<file path="src/hdl/sltm_pkg.sv">
// Shared constants for the serial link test monitor and its transmitter.
package sltm_pkg;

  // ----------------------------------------------------------------------
  // Link geometry and bus
  // ----------------------------------------------------------------------
  localparam int NUM_LANES = 8;
  localparam int WB_ADR_W = 14;

  // ----------------------------------------------------------------------
  // Device register indices (byte address is four times the index)
  // ----------------------------------------------------------------------
  localparam logic [11:0] REG_LINK_SELECT = 12'h300;
  localparam logic [11:0] REG_LANE_PRBS_ENABLE = 12'h315;
  localparam logic [11:0] REG_PRBS_TEST_CONTROL = 12'h316;
  localparam logic [11:0] REG_PRBS_THRESHOLD_LOW = 12'h317;
  localparam logic [11:0] REG_PRBS_THRESHOLD_MID = 12'h318;
  localparam logic [11:0] REG_PRBS_THRESHOLD_HIGH = 12'h319;
  localparam logic [11:0] REG_PRBS_ERROR_COUNT_LOW = 12'h31a;
  localparam logic [11:0] REG_PRBS_ERROR_COUNT_MID = 12'h31b;
  localparam logic [11:0] REG_PRBS_ERROR_COUNT_HIGH = 12'h31c;
  localparam logic [11:0] REG_LANE_PRBS_PASS = 12'h31d;
  localparam logic [11:0] REG_SAMPLE_TEST_CONTROL = 12'h32c;
  localparam logic [11:0] REG_EXPECTED_SAMPLE_LOW = 12'h32d;
  localparam logic [11:0] REG_EXPECTED_SAMPLE_HIGH = 12'h32e;
  localparam logic [11:0] REG_SAMPLE_TEST_RESULT = 12'h32f;
  localparam logic [11:0] REG_ERROR_COUNTER = 12'h46b;
  localparam logic [11:0] REG_CODE_GROUP_SYNC_STATUS = 12'h470;
  localparam logic [11:0] REG_LANE_INIT_SYNC_STATUS = 12'h473;
  localparam logic [11:0] REG_LINK_TEST_OPTIONS = 12'h477;
  localparam logic [11:0] REG_ERROR_THRESHOLD = 12'h47c;
  localparam logic [11:0] REG_LANE_ENABLE = 12'h47d;
  localparam logic [11:0] REG_LINK_ENABLE = 12'h3f0;

  // ----------------------------------------------------------------------
  // Field positions
  // ----------------------------------------------------------------------
  localparam int LINK_SEL_BIT = 2;
  localparam int PRBS_CLEAR_BIT = 0;
  localparam int PRBS_RUN_BIT = 1;
  localparam int PRBS_PAT_LSB = 2;
  localparam int PRBS_LANE_LSB = 4;
  localparam int SAMPLE_EN_BIT = 0;
  localparam int SAMPLE_CLEAR_BIT = 1;
  localparam int SAMPLE_CONV_LSB = 2;
  localparam int SAMPLE_IDX_LSB = 4;
  localparam int CTR_LANE_LSB = 4;
  localparam int CTR_TYPE_LSB = 0;
  localparam int ILAS_TEST_BIT = 7;
  localparam int LINK_ON_BIT = 0;

  // ----------------------------------------------------------------------
  // Reset values
  // ----------------------------------------------------------------------
  localparam logic [23:0] PRBS_LIMIT_RST = 24'hffffff;
  localparam logic [7:0] ERR_LIMIT_RST = 8'hff;
  localparam logic [7:0] LANE_ENABLE_RST = 8'hff;

  // ----------------------------------------------------------------------
  // Encodings and counts
  // ----------------------------------------------------------------------
  typedef enum logic [1:0] {
    SLTM_PRBS7 = 2'h0,
    SLTM_PRBS15 = 2'h1,
    SLTM_PRBS31 = 2'h2
  } sltm_prbs_t;

  localparam logic [1:0] CTR_DISPARITY = 2'h0;
  localparam logic [1:0] CTR_NOT_IN_TABLE = 2'h1;
  localparam logic [1:0] CTR_UNEXPECTED_K = 2'h2;

  localparam logic [7:0] CHAR_K28_5 = 8'hbc;
  localparam logic [7:0] CHAR_K28_0 = 8'h1c;
  localparam logic [7:0] CHAR_K28_3 = 8'h7c;
  localparam logic [7:0] CHAR_K28_7 = 8'hfc;

  localparam logic [2:0] CGS_CHARS_NEEDED = 3'h4;
  localparam logic [2:0] REINIT_DISP_ERRORS = 3'h4;
  localparam logic [4:0] PRBS_FILL_BITS = 5'h1f;

  // ----------------------------------------------------------------------
  // Transmitter side
  // ----------------------------------------------------------------------
  localparam logic [11:0] HREG_CONTROL = 12'h000;
  localparam logic [11:0] HREG_STATUS = 12'h001;
  localparam int H_MODE_LSB = 0;
  localparam int H_PAT_LSB = 2;
  localparam int H_ILAS_REPEAT_BIT = 4;
  localparam int H_SAMPLE_GEN_BIT = 5;
  localparam int H_DISP_ERR_BIT = 6;
  localparam logic [1:0] H_MODE_PRBS = 2'h1;
  localparam logic [1:0] H_MODE_LINK = 2'h2;
  localparam logic [15:0] SAMPLE_BASE = 16'h5a00;
  localparam logic [1:0] ILAS_LAST = 2'h3;

  typedef enum logic [1:0] {
    HS_IDLE = 2'h0,
    HS_CGS = 2'h1,
    HS_ILAS = 2'h3,
    HS_DATA = 2'h2
  } sltm_hstate_t;

endpackage

</file>
<file path="src/hdl/sltm_link_if.sv">
// Link between the transmitter and the receive-side test monitor.
`timescale 1ns/1ps
interface sltm_link_if;
  logic [sltm_pkg::NUM_LANES-1:0] rawBit;
  logic [sltm_pkg::NUM_LANES-1:0][7:0] charData;
  logic [sltm_pkg::NUM_LANES-1:0] charIsK;
  logic [sltm_pkg::NUM_LANES-1:0] dispErr;
  logic [sltm_pkg::NUM_LANES-1:0] notInTable;
  logic sampleValid;
  logic [1:0] sampleConv;
  logic [1:0] sampleIdx;
  logic [15:0] sampleData;
  logic syncRequestOut;

  modport device (
    input rawBit, charData, charIsK, dispErr, notInTable,
    input sampleValid, sampleConv, sampleIdx, sampleData,
    output syncRequestOut
  );
  modport host (
    output rawBit, charData, charIsK, dispErr, notInTable,
    output sampleValid, sampleConv, sampleIdx, sampleData,
    input syncRequestOut
  );
endinterface

</file>
<file path="src/hdl/sltm_device.sv">
// Receive-side link test monitor: PRBS, sample, CGS/ILAS and 8b/10b errors.
//
// The implementer's own choice: the Wishbone interface to the registers.
`timescale 1ns/1ps

// How it works
// RULE1: Pattern pick selects PRBS7, PRBS15 or PRBS31.
// RULE2: Checker uses raw lane bits, no link state.
// RULE3: One enable bit per physical lane.
// RULE4: Clear pulse wipes checker, counts, pass flags.
// RULE5: Run rising edge starts; zero stops checking.
// RULE6: Lane fails once count reaches 24-bit limit.
// RULE7: Pass byte, one bit per lane.
// RULE8: Lane pick routes saturating 24-bit count.
// RULE9: Converter and index pick choose compared sample.
// RULE10: Expected 16-bit sample compared with received.
// RULE11: Sample test runs when enabled; clear resets.
// RULE12: Result bit set on any mismatch.
// RULE13: Transmitter sends unique repeating sample values.
// RULE14: Transmitter syncs link, enables its generator.
// RULE15: Code-group sync pass per lane, link-picked.
// RULE16: Four K28.5 per lane releases sync request.
// RULE17: Lane init sync pass per lane, link-picked.
// RULE18: Disparity counter counts bad-disparity characters up to the error threshold; the resync at four errors clears it, so it never passes 4.
// RULE19: Counter pick written, selected count read back.
// RULE20: Type 0 disparity, 1 not-in-table, 2 control.
// RULE21: Second link maps lane x to x+4.
// RULE22: Error counters stop at error threshold.
// RULE23: Four disparity errors force resync request.
// RULE24: PRBS results update only while running.
module sltm_device #(
  parameter int NUM_LANES = sltm_pkg::NUM_LANES
) (
  // Clock and reset
  input wire logic clk,
  input wire logic sys_rst,
  // Wishbone slave
  input wire logic cyc_i,
  input wire logic stb_i,
  input wire logic we_i,
  input wire logic [sltm_pkg::WB_ADR_W-1:0] adr_i,
  input wire logic [3:0] sel_i,
  input wire logic [31:0] dat_i,
  output logic [31:0] dat_o,
  output logic ack_o,
  // Link
  sltm_link_if.device link
);

  // Every status register is one byte wide, one bit per lane.
  if (NUM_LANES != 8)
  begin : g_lane_check
    $error("sltm_device supports exactly 8 lanes");
  end

  typedef struct packed {
    logic ack;
    logic [7:0] rdata;
    logic [7:0] linkSel;
    logic [7:0] laneEn;
    logic [7:0] prbsCtl;
    logic [23:0] prbsLimit;
    logic [7:0] sampleCtl;
    logic [15:0] expSample;
    logic [7:0] ctrPick;
    logic [7:0] testOpts;
    logic [7:0] errLimit;
    logic [7:0] laneOn;
    logic [7:0] linkOn;
    logic prbsRunning;
    logic prbsRunPrev;
    logic [7:0] prbsFail;
    logic [7:0][30:0] hist;
    logic [7:0][4:0] fill;
    logic [7:0][23:0] prbsCnt;
    logic sampleFail;
    logic [7:0][2:0] kRun;
    logic [7:0] cgsOk;
    logic [7:0] ilasSeen;
    logic [7:0] ilasOk;
    logic [7:0][2:0] dispRun;
    logic [7:0][2:0][7:0] errCnt;
    logic syncReq;
  } sltm_dev_state_t;

  sltm_dev_state_t s, n;
  logic [11:0] idx;
  logic [2:0] ctrLane;
  logic [1:0] ctrType;
  logic [2:0] prbsLane;
  logic [7:0] rd;
  logic pred;
  logic [2:0] ev;
  logic reinit;

  assign idx = adr_i[13:2];
  assign prbsLane = s.prbsCtl[sltm_pkg::PRBS_LANE_LSB +: 3];
  assign ctrType = s.ctrPick[sltm_pkg::CTR_TYPE_LSB +: 2];
  assign ctrLane = s.ctrPick[sltm_pkg::CTR_LANE_LSB +: 3]
    + (s.linkSel[sltm_pkg::LINK_SEL_BIT] ? 3'h4 : 3'h0); // RULE21

  function automatic logic [7:0] pickLink(input logic [7:0] flags,
                                           input logic second);
    pickLink = second ? {4'h0, flags[7:4]} : flags; // RULE21
  endfunction

  // ----------------------------------------------------------------------
  // Register read mux
  // ----------------------------------------------------------------------
  always_comb
  begin
    rd = 8'h00;
    unique case (idx)
      sltm_pkg::REG_LINK_SELECT: rd = s.linkSel;
      sltm_pkg::REG_LANE_PRBS_ENABLE: rd = s.laneEn;
      sltm_pkg::REG_PRBS_TEST_CONTROL: rd = s.prbsCtl;
      sltm_pkg::REG_PRBS_THRESHOLD_LOW: rd = s.prbsLimit[7:0];
      sltm_pkg::REG_PRBS_THRESHOLD_MID: rd = s.prbsLimit[15:8];
      sltm_pkg::REG_PRBS_THRESHOLD_HIGH: rd = s.prbsLimit[23:16];
      sltm_pkg::REG_PRBS_ERROR_COUNT_LOW: rd = s.prbsCnt[prbsLane][7:0]; // RULE8
      sltm_pkg::REG_PRBS_ERROR_COUNT_MID: rd = s.prbsCnt[prbsLane][15:8];
      sltm_pkg::REG_PRBS_ERROR_COUNT_HIGH: rd = s.prbsCnt[prbsLane][23:16];
      sltm_pkg::REG_LANE_PRBS_PASS: rd = ~s.prbsFail; // RULE7
      sltm_pkg::REG_SAMPLE_TEST_CONTROL: rd = s.sampleCtl;
      sltm_pkg::REG_EXPECTED_SAMPLE_LOW: rd = s.expSample[7:0];
      sltm_pkg::REG_EXPECTED_SAMPLE_HIGH: rd = s.expSample[15:8];
      sltm_pkg::REG_SAMPLE_TEST_RESULT: rd = {7'h00, s.sampleFail}; // RULE12
      sltm_pkg::REG_ERROR_COUNTER:
        if (ctrType != 2'h3)
          rd = s.errCnt[ctrLane][ctrType]; // RULE19 RULE20
      sltm_pkg::REG_CODE_GROUP_SYNC_STATUS:
        rd = pickLink(s.cgsOk, s.linkSel[sltm_pkg::LINK_SEL_BIT]); // RULE15
      sltm_pkg::REG_LANE_INIT_SYNC_STATUS:
        rd = pickLink(s.ilasOk, s.linkSel[sltm_pkg::LINK_SEL_BIT]); // RULE17
      sltm_pkg::REG_LINK_TEST_OPTIONS: rd = s.testOpts;
      sltm_pkg::REG_ERROR_THRESHOLD: rd = s.errLimit;
      sltm_pkg::REG_LANE_ENABLE: rd = s.laneOn;
      sltm_pkg::REG_LINK_ENABLE: rd = s.linkOn;
      default: rd = 8'h00;
    endcase
  end

  // ----------------------------------------------------------------------
  // Next state
  // ----------------------------------------------------------------------
  always_comb
  begin
    n = s;
    n.ack = 1'b0;
    pred = 1'b0;
    ev = 3'h0;
    if (cyc_i && stb_i && !s.ack)
    begin
      n.ack = 1'b1;
      n.rdata = rd;
    end
    // A write lands on the edge at which the master sees ack.
    if (cyc_i && stb_i && s.ack && we_i && sel_i[0])
    begin
      unique case (idx)
        sltm_pkg::REG_LINK_SELECT: n.linkSel = dat_i[7:0];
        sltm_pkg::REG_LANE_PRBS_ENABLE: n.laneEn = dat_i[7:0];
        sltm_pkg::REG_PRBS_TEST_CONTROL: n.prbsCtl = dat_i[7:0];
        sltm_pkg::REG_PRBS_THRESHOLD_LOW: n.prbsLimit[7:0] = dat_i[7:0];
        sltm_pkg::REG_PRBS_THRESHOLD_MID: n.prbsLimit[15:8] = dat_i[7:0];
        sltm_pkg::REG_PRBS_THRESHOLD_HIGH: n.prbsLimit[23:16] = dat_i[7:0];
        sltm_pkg::REG_SAMPLE_TEST_CONTROL: n.sampleCtl = dat_i[7:0];
        sltm_pkg::REG_EXPECTED_SAMPLE_LOW: n.expSample[7:0] = dat_i[7:0];
        sltm_pkg::REG_EXPECTED_SAMPLE_HIGH: n.expSample[15:8] = dat_i[7:0];
        sltm_pkg::REG_ERROR_COUNTER: n.ctrPick = dat_i[7:0]; // RULE19
        sltm_pkg::REG_LINK_TEST_OPTIONS: n.testOpts = dat_i[7:0];
        sltm_pkg::REG_ERROR_THRESHOLD: n.errLimit = dat_i[7:0];
        sltm_pkg::REG_LANE_ENABLE: n.laneOn = dat_i[7:0];
        sltm_pkg::REG_LINK_ENABLE: n.linkOn = dat_i[7:0];
        default: ;
      endcase
    end

    // PRBS run control.
    n.prbsRunPrev = s.prbsCtl[sltm_pkg::PRBS_RUN_BIT];
    if (!s.prbsCtl[sltm_pkg::PRBS_RUN_BIT])
      n.prbsRunning = 1'b0; // RULE5
    else if (!s.prbsRunPrev)
      n.prbsRunning = 1'b1; // RULE5

    // Self-synchronising checkers: the history is loaded from the line.
    for (int i = 0; i < NUM_LANES; i++)
    begin
      unique case (s.prbsCtl[sltm_pkg::PRBS_PAT_LSB +: 2]) // RULE1
        sltm_pkg::SLTM_PRBS15: pred = s.hist[i][13] ^ s.hist[i][14];
        sltm_pkg::SLTM_PRBS31: pred = s.hist[i][27] ^ s.hist[i][30];
        default: pred = s.hist[i][5] ^ s.hist[i][6];
      endcase
      if (s.prbsCtl[sltm_pkg::PRBS_CLEAR_BIT])
      begin
        n.hist[i] = '0; // RULE4
        n.fill[i] = 5'h00;
        n.prbsCnt[i] = 24'h000000;
        n.prbsFail[i] = 1'b0;
      end
      else if (s.prbsRunning && s.laneEn[i]) // RULE3 RULE24
      begin
        n.hist[i] = {s.hist[i][29:0], link.rawBit[i]}; // RULE2
        if (s.fill[i] != sltm_pkg::PRBS_FILL_BITS)
          n.fill[i] = s.fill[i] + 5'h01;
        else if (link.rawBit[i] != pred && s.prbsCnt[i] != 24'hffffff)
          n.prbsCnt[i] = s.prbsCnt[i] + 24'h000001; // RULE8
        if (n.prbsCnt[i] >= s.prbsLimit)
          n.prbsFail[i] = 1'b1; // RULE6
      end
    end

    // Short sample test.
    if (s.sampleCtl[sltm_pkg::SAMPLE_CLEAR_BIT])
      n.sampleFail = 1'b0; // RULE11
    else if (s.sampleCtl[sltm_pkg::SAMPLE_EN_BIT] && link.sampleValid // RULE11
      && link.sampleConv == s.sampleCtl[sltm_pkg::SAMPLE_CONV_LSB +: 2] // RULE9
      && link.sampleIdx == s.sampleCtl[sltm_pkg::SAMPLE_IDX_LSB +: 2]
      && link.sampleData != s.expSample) // RULE10
      n.sampleFail = 1'b1; // RULE12

    // Link establishment and error counting.
    reinit = 1'b0;
    for (int i = 0; i < NUM_LANES; i++)
      if (s.dispRun[i] == sltm_pkg::REINIT_DISP_ERRORS)
        reinit = 1'b1; // RULE23
    for (int i = 0; i < NUM_LANES; i++)
    begin
      ev[0] = link.dispErr[i]; // RULE18
      ev[1] = link.notInTable[i];
      ev[2] = link.charIsK[i] && s.ilasOk[i]
        && !s.testOpts[sltm_pkg::ILAS_TEST_BIT]
        && link.charData[i] != sltm_pkg::CHAR_K28_3
        && link.charData[i] != sltm_pkg::CHAR_K28_7;
      if (!s.linkOn[sltm_pkg::LINK_ON_BIT] || !s.laneOn[i] || reinit)
      begin
        n.kRun[i] = 3'h0;
        n.cgsOk[i] = 1'b0;
        n.ilasSeen[i] = 1'b0;
        n.ilasOk[i] = 1'b0;
        n.dispRun[i] = 3'h0;
        n.errCnt[i] = '0;
      end
      else
      begin
        if (!s.cgsOk[i])
        begin
          if (link.charIsK[i] && link.charData[i] == sltm_pkg::CHAR_K28_5)
            n.kRun[i] = s.kRun[i] + 3'h1;
          else
            n.kRun[i] = 3'h0;
          if (n.kRun[i] == sltm_pkg::CGS_CHARS_NEEDED)
            n.cgsOk[i] = 1'b1; // RULE16
        end
        else if (!s.syncReq && link.charIsK[i])
        begin
          if (link.charData[i] == sltm_pkg::CHAR_K28_0)
            n.ilasSeen[i] = 1'b1;
          if (link.charData[i] == sltm_pkg::CHAR_K28_3 && s.ilasSeen[i])
            n.ilasOk[i] = 1'b1; // RULE17
        end
        if (ev[0] && s.dispRun[i] != sltm_pkg::REINIT_DISP_ERRORS)
          n.dispRun[i] = s.dispRun[i] + 3'h1; // RULE23
        for (int t = 0; t < 3; t++)
          if (ev[t] && s.errCnt[i][t] < s.errLimit)
            n.errCnt[i][t] = s.errCnt[i][t] + 8'h01; // RULE19 RULE22
      end
    end
    n.syncReq = s.linkOn[sltm_pkg::LINK_ON_BIT]
      && (reinit || ((s.laneOn & ~n.cgsOk) != 8'h00)); // RULE16 RULE23
  end

  always_ff @(posedge clk or posedge sys_rst)
  begin
    if (sys_rst)
    begin
      s <= '0;
      s.prbsLimit <= sltm_pkg::PRBS_LIMIT_RST;
      s.errLimit <= sltm_pkg::ERR_LIMIT_RST;
      s.laneOn <= sltm_pkg::LANE_ENABLE_RST;
    end
    else
      s <= n;
  end

  // ----------------------------------------------------------------------
  // Outputs
  // ----------------------------------------------------------------------
  assign dat_o = {24'h000000, s.rdata};
  assign ack_o = s.ack;
  assign link.syncRequestOut = s.syncReq;

endmodule // sltm_device

</file>
<file path="src/flat_wrapper.sv">
// flat-port wrapper written by rule: the top's interface ports become plain ports
module sltm_device_flat 
#(
  parameter int NUM_LANES = sltm_pkg::NUM_LANES
)
  (clk, sys_rst, cyc_i, stb_i, we_i, adr_i, sel_i, dat_i, dat_o, ack_o, link_rawBit, link_charData, link_charIsK, link_dispErr, link_notInTable, link_sampleValid, link_sampleConv, link_sampleIdx, link_sampleData, link_syncRequestOut);
  sltm_link_if link_i ();
  input wire logic clk;
  input wire logic sys_rst;
  input wire logic cyc_i;
  input wire logic stb_i;
  input wire logic we_i;
  input wire logic [sltm_pkg::WB_ADR_W-1:0] adr_i;
  input wire logic [3:0] sel_i;
  input wire logic [31:0] dat_i;
  output logic [31:0] dat_o;
  output logic ack_o;
  input wire logic [$bits(link_i.rawBit)-1:0] link_rawBit;
  input wire logic [$bits(link_i.charData)-1:0] link_charData;
  input wire logic [$bits(link_i.charIsK)-1:0] link_charIsK;
  input wire logic [$bits(link_i.dispErr)-1:0] link_dispErr;
  input wire logic [$bits(link_i.notInTable)-1:0] link_notInTable;
  input wire logic [$bits(link_i.sampleValid)-1:0] link_sampleValid;
  input wire logic [$bits(link_i.sampleConv)-1:0] link_sampleConv;
  input wire logic [$bits(link_i.sampleIdx)-1:0] link_sampleIdx;
  input wire logic [$bits(link_i.sampleData)-1:0] link_sampleData;
  output wire logic [$bits(link_i.syncRequestOut)-1:0] link_syncRequestOut;
  assign link_i.rawBit = link_rawBit;
  assign link_i.charData = link_charData;
  assign link_i.charIsK = link_charIsK;
  assign link_i.dispErr = link_dispErr;
  assign link_i.notInTable = link_notInTable;
  assign link_i.sampleValid = link_sampleValid;
  assign link_i.sampleConv = link_sampleConv;
  assign link_i.sampleIdx = link_sampleIdx;
  assign link_i.sampleData = link_sampleData;
  assign link_syncRequestOut = link_i.syncRequestOut;
  sltm_device #(.NUM_LANES(NUM_LANES)) u_core (.clk(clk), .sys_rst(sys_rst), .cyc_i(cyc_i), .stb_i(stb_i), .we_i(we_i), .adr_i(adr_i), .sel_i(sel_i), .dat_i(dat_i), .dat_o(dat_o), .ack_o(ack_o), .link(link_i));
endmodule
</file>
<file path="config.mk">
export PLATFORM = sky130hd
export DESIGN_NAME = sltm_device_flat
export DESIGN_NICKNAME = d
export VERILOG_FILES = /design/src/hdl/sltm_pkg.sv /design/src/hdl/sltm_link_if.sv /design/src/hdl/sltm_device.sv /design/src/flat_wrapper.sv
export SDC_FILE = /design/constraint.sdc
export NUM_CORES = 2
export LEC_CHECK = 0
export BUFFER_PORTS_ARGS = -buffer_cell sky130_fd_sc_hd__buf_2
export CAP_MARGIN = 20
export CORE_UTILIZATION = 55
export DETAILED_ROUTE_END_ITERATION = 10
export PLACE_DENSITY = 0.7
export SLEW_MARGIN = 25
export SYNTH_ARGS = -nofsm -noshare
export SYNTH_HDL_FRONTEND = slang
export SYNTH_SLANG_ARGS = --single-unit
</file>
<file path="constraint.sdc">
create_clock -name clk -period 37.8 [get_ports clk]
set_clock_uncertainty 0.2 [all_clocks]
set_input_delay 5.67 -clock clk [delete_from_list [all_inputs] [get_ports clk]]
set_output_delay 5.67 -clock clk [all_outputs]
set_load 0.05 [all_outputs]
</file>
==> flow_summary.ini <==
[status]
status = complete, no violations

[logic_synthesis]
synth-seq-cells = 874
synth.distinct_cells = 95
syn-instance-count = 5623
ys_warn_count = 0
syn_area_um2 = 55400
synth_edf_count = 0
synth_async_sr_flop_share = 1.00
syn_area_per_cell_um2 = 9.86
ys_seq_area_frac = 0.395
synth_ff_type = dfrtp_1

[pwr]
intPower_mw = 1.54
switchingPower_mw = 0.471
power_per_cell_area_nw_per_um2 = 33.3
irDropWorstVdd_uv = 32.8
p_total_mw = 2.01
power_frac_comb = 0.029
clkPwrFrac = 0.504
p_leak_nw = 27.4
swShare = 0.234
pwr-share-seq = 0.467

[clock_network]
cts-root-buf = clkbuf_16
post_cts_resized = 0
cts_buffer_depth = 3
path_clk_slew_ns = 0.07
numCtsBuffers = 96
clk_latency_ns = 0.72
postCtsSetupRepairBufs = 0
cts_sinks = 874
htree_num_levels = 3
cts_tree = built
cts_hold_buf = 0

[setup_path]
worstPathArrival_ns = 9.70
startpoint_type = input port
cp_max_fo = 42
cp.required_ns = 38.19
worstSetupEndpointType = flop
worstSetupPathType = input port to flop

[final_layout]
fin_nets = 6239
layout_common_cells = dfrtp_1 (829), nor2_1 (497), ha_1 (434)
fin_cells = 7026
final_cell_area_um2 = 60500
layout_commonest_cell = dfrtp_1
drive_gt1_frac = 0.126
syn_to_final_growth_pct = 9.12

[die]
die_area_um2 = 102000
core_area_um2 = 100000
num_rows = 116
fp.dieH_um = 319
io-pin-count = 206
die_w_um = 319
initial_utilization = 0.554

[drt]
top_layer_used = met5
wl_met3_um = 18300
antenna_left = 0
viasPerCell = 6.57
wl_per_cell_um = 24.2
drt_iter0_markers = 5045
vias = 46200
wl_met1_um = 73900
wl_met2_um = 70600
drt-pass1-iter-count = 6
wl_um = 170000
drc = 0

[global_routing]
track_usage = 0.332
grt_max_degree = 116
globalRouteOverflowTotal = 0
grt_pass1_wl_um = 262000
grt_pass1_vias = 42900
antenna_found_initial = 24

[timing]
tightest_slew_ns = 1.08
rsz0062_at_grt = false
tns_ns = 0
fmax_ghz = 0.107
setup-violations-final = 0
maxSlewHeadroom = 0.273
slew_violations = 0
min_period_ns = 9.31
final_hold_viol_count = 0
min_period_over_period = 0.246

[placed_design]
hpwl_um = 120000
placed_cell_area_um2 = 57000
dp_cells = 6833
io_buffers = 152
place_congestion = 0.987

[run]
maxCapViolations = 0

[hold_path]
hp-class = flop to flop
-- cell families (layout without fill, tap and decap cells) --
group | after synthesis | after routing | synth area share
mux | 271 | 271 | 0.0747
flops | 874 | 874 | 0.395
fa+ha+maj | 434 | 434 | 0.0980
simple gates | 1983 | 1983 | 0.184
compound gates | 1137 | 1137 | 0.139
buf+inv | 458 | 527 | 0.0353
xor+xnor | 465 | 465 | 0.0735
other cells | 1 | 37 | 0.0000676
-- power by group through the flow --
stage               combinational [mW]  clock, mW  sequential (mW)
floorplan                       0.0390          0            0.957
global placement                0.0579          0            0.958
detailed placement              0.0587          0            0.958
CTS                             0.0590       1.02            0.941
global route                    0.0654       1.06            0.940
finish                          0.0588       1.01            0.941
-- Yosys cell counts (all sizes together) (80+ instances only) --
cell | n | area, um2
nand2 | 376 | 1410
dfrtp | 834 | 20900
a22o | 253 | 2220
xor2 | 179 | 1570
mux2 | 118 | 1330
or3 | 129 | 813
nor4 | 93 | 607
nand4 | 120 | 751
buf | 87 | 512
clkbuf | 246 | 973
inv | 125 | 469
xnor2 | 286 | 2500
mux4 | 102 | 2300
ha | 434 | 5430
a21o | 80 | 601
nor2 | 504 | 1890
a21oi | 286 | 1430
and3 | 89 | 559
nand3 | 232 | 1170
nor3 | 138 | 722
o21ai | 245 | 1230
-- path summary, 6_finish.rpt --
kind | start | endpoint | slack, ns | cells past startpoint
worst max-delay path | link_rawBit[2] | u_core.s[748] | 28.49 | 16
worst min-delay path | u_core.s[754] | u_core.s[755] | 0.23 | 1
worst max register to register | u_core.s[846] | u_core.s[748] | 31.73 | 20
worst min register to register | u_core.s[754] | u_core.s[755] | 0.23 | 1
max in group asynchronous | sys_rst | u_core.s[737] | 29.83 | 5
min in group asynchronous | sys_rst | u_core.s[101] | 4.97 | 2
-- worst max-delay path, stage by stage --
cell       delay (ns)
buf_2            0.17
inv_1            0.08
and3_1           0.15
o21ai_1          0.46
or2_1            0.20
buf_4            0.36
nor3_1           0.11
xor2_1           0.18
ha_1             0.20
a21o_1           0.17
a21o_1           0.18
a2111oi_0        0.83
o21ai_0          0.22
a211oi_1         0.43
o211a_1          0.23
a21oi_1          0.04
-- per-stage QoR --
stage | setup WS [ns] | util | hold WS (ns)
after CTS | 28.67 | 0.604 | 0.232
final | 28.49 | 0.605 | 0.233
after floorplan | 7.43 | - | 0.182
after detailed placement | 27.95 | 0.570 | 0.223
after global routing | 28.32 | 0.605 | 0.245
after global placement | 28.06 | 0.570 | 0.210
-- registers in the layout, indices dropped and copies added, names as in the netlist --
name	cells
u_core.ack_o	1
u_core.s	858
u_core.link.syncRequestOut	1
u_core.ctrType	2
u_core.dat_o	8
u_core.n	1
u_core.prbsLane	3
-- layout make-up --
class                      instances  area (um2)
clock inverter                    50         649
inverter                         125         477
timing repair buffer             222        1310
fill                            8337       39500
antenna                           13        32.5
clock buffer                     130        2730
sequential                       874       21900
tap                             1298        1620
multi-input combinational       4314       31700
-- routing by layer --
layer,global-route usage,vias to the layer above
met2,0.463,2220
li1,-,20700
met3,0.0819,426
met4,0.142,12
met5,0,-
met1,0.487,22800
(Power assumes the default switching activity.)
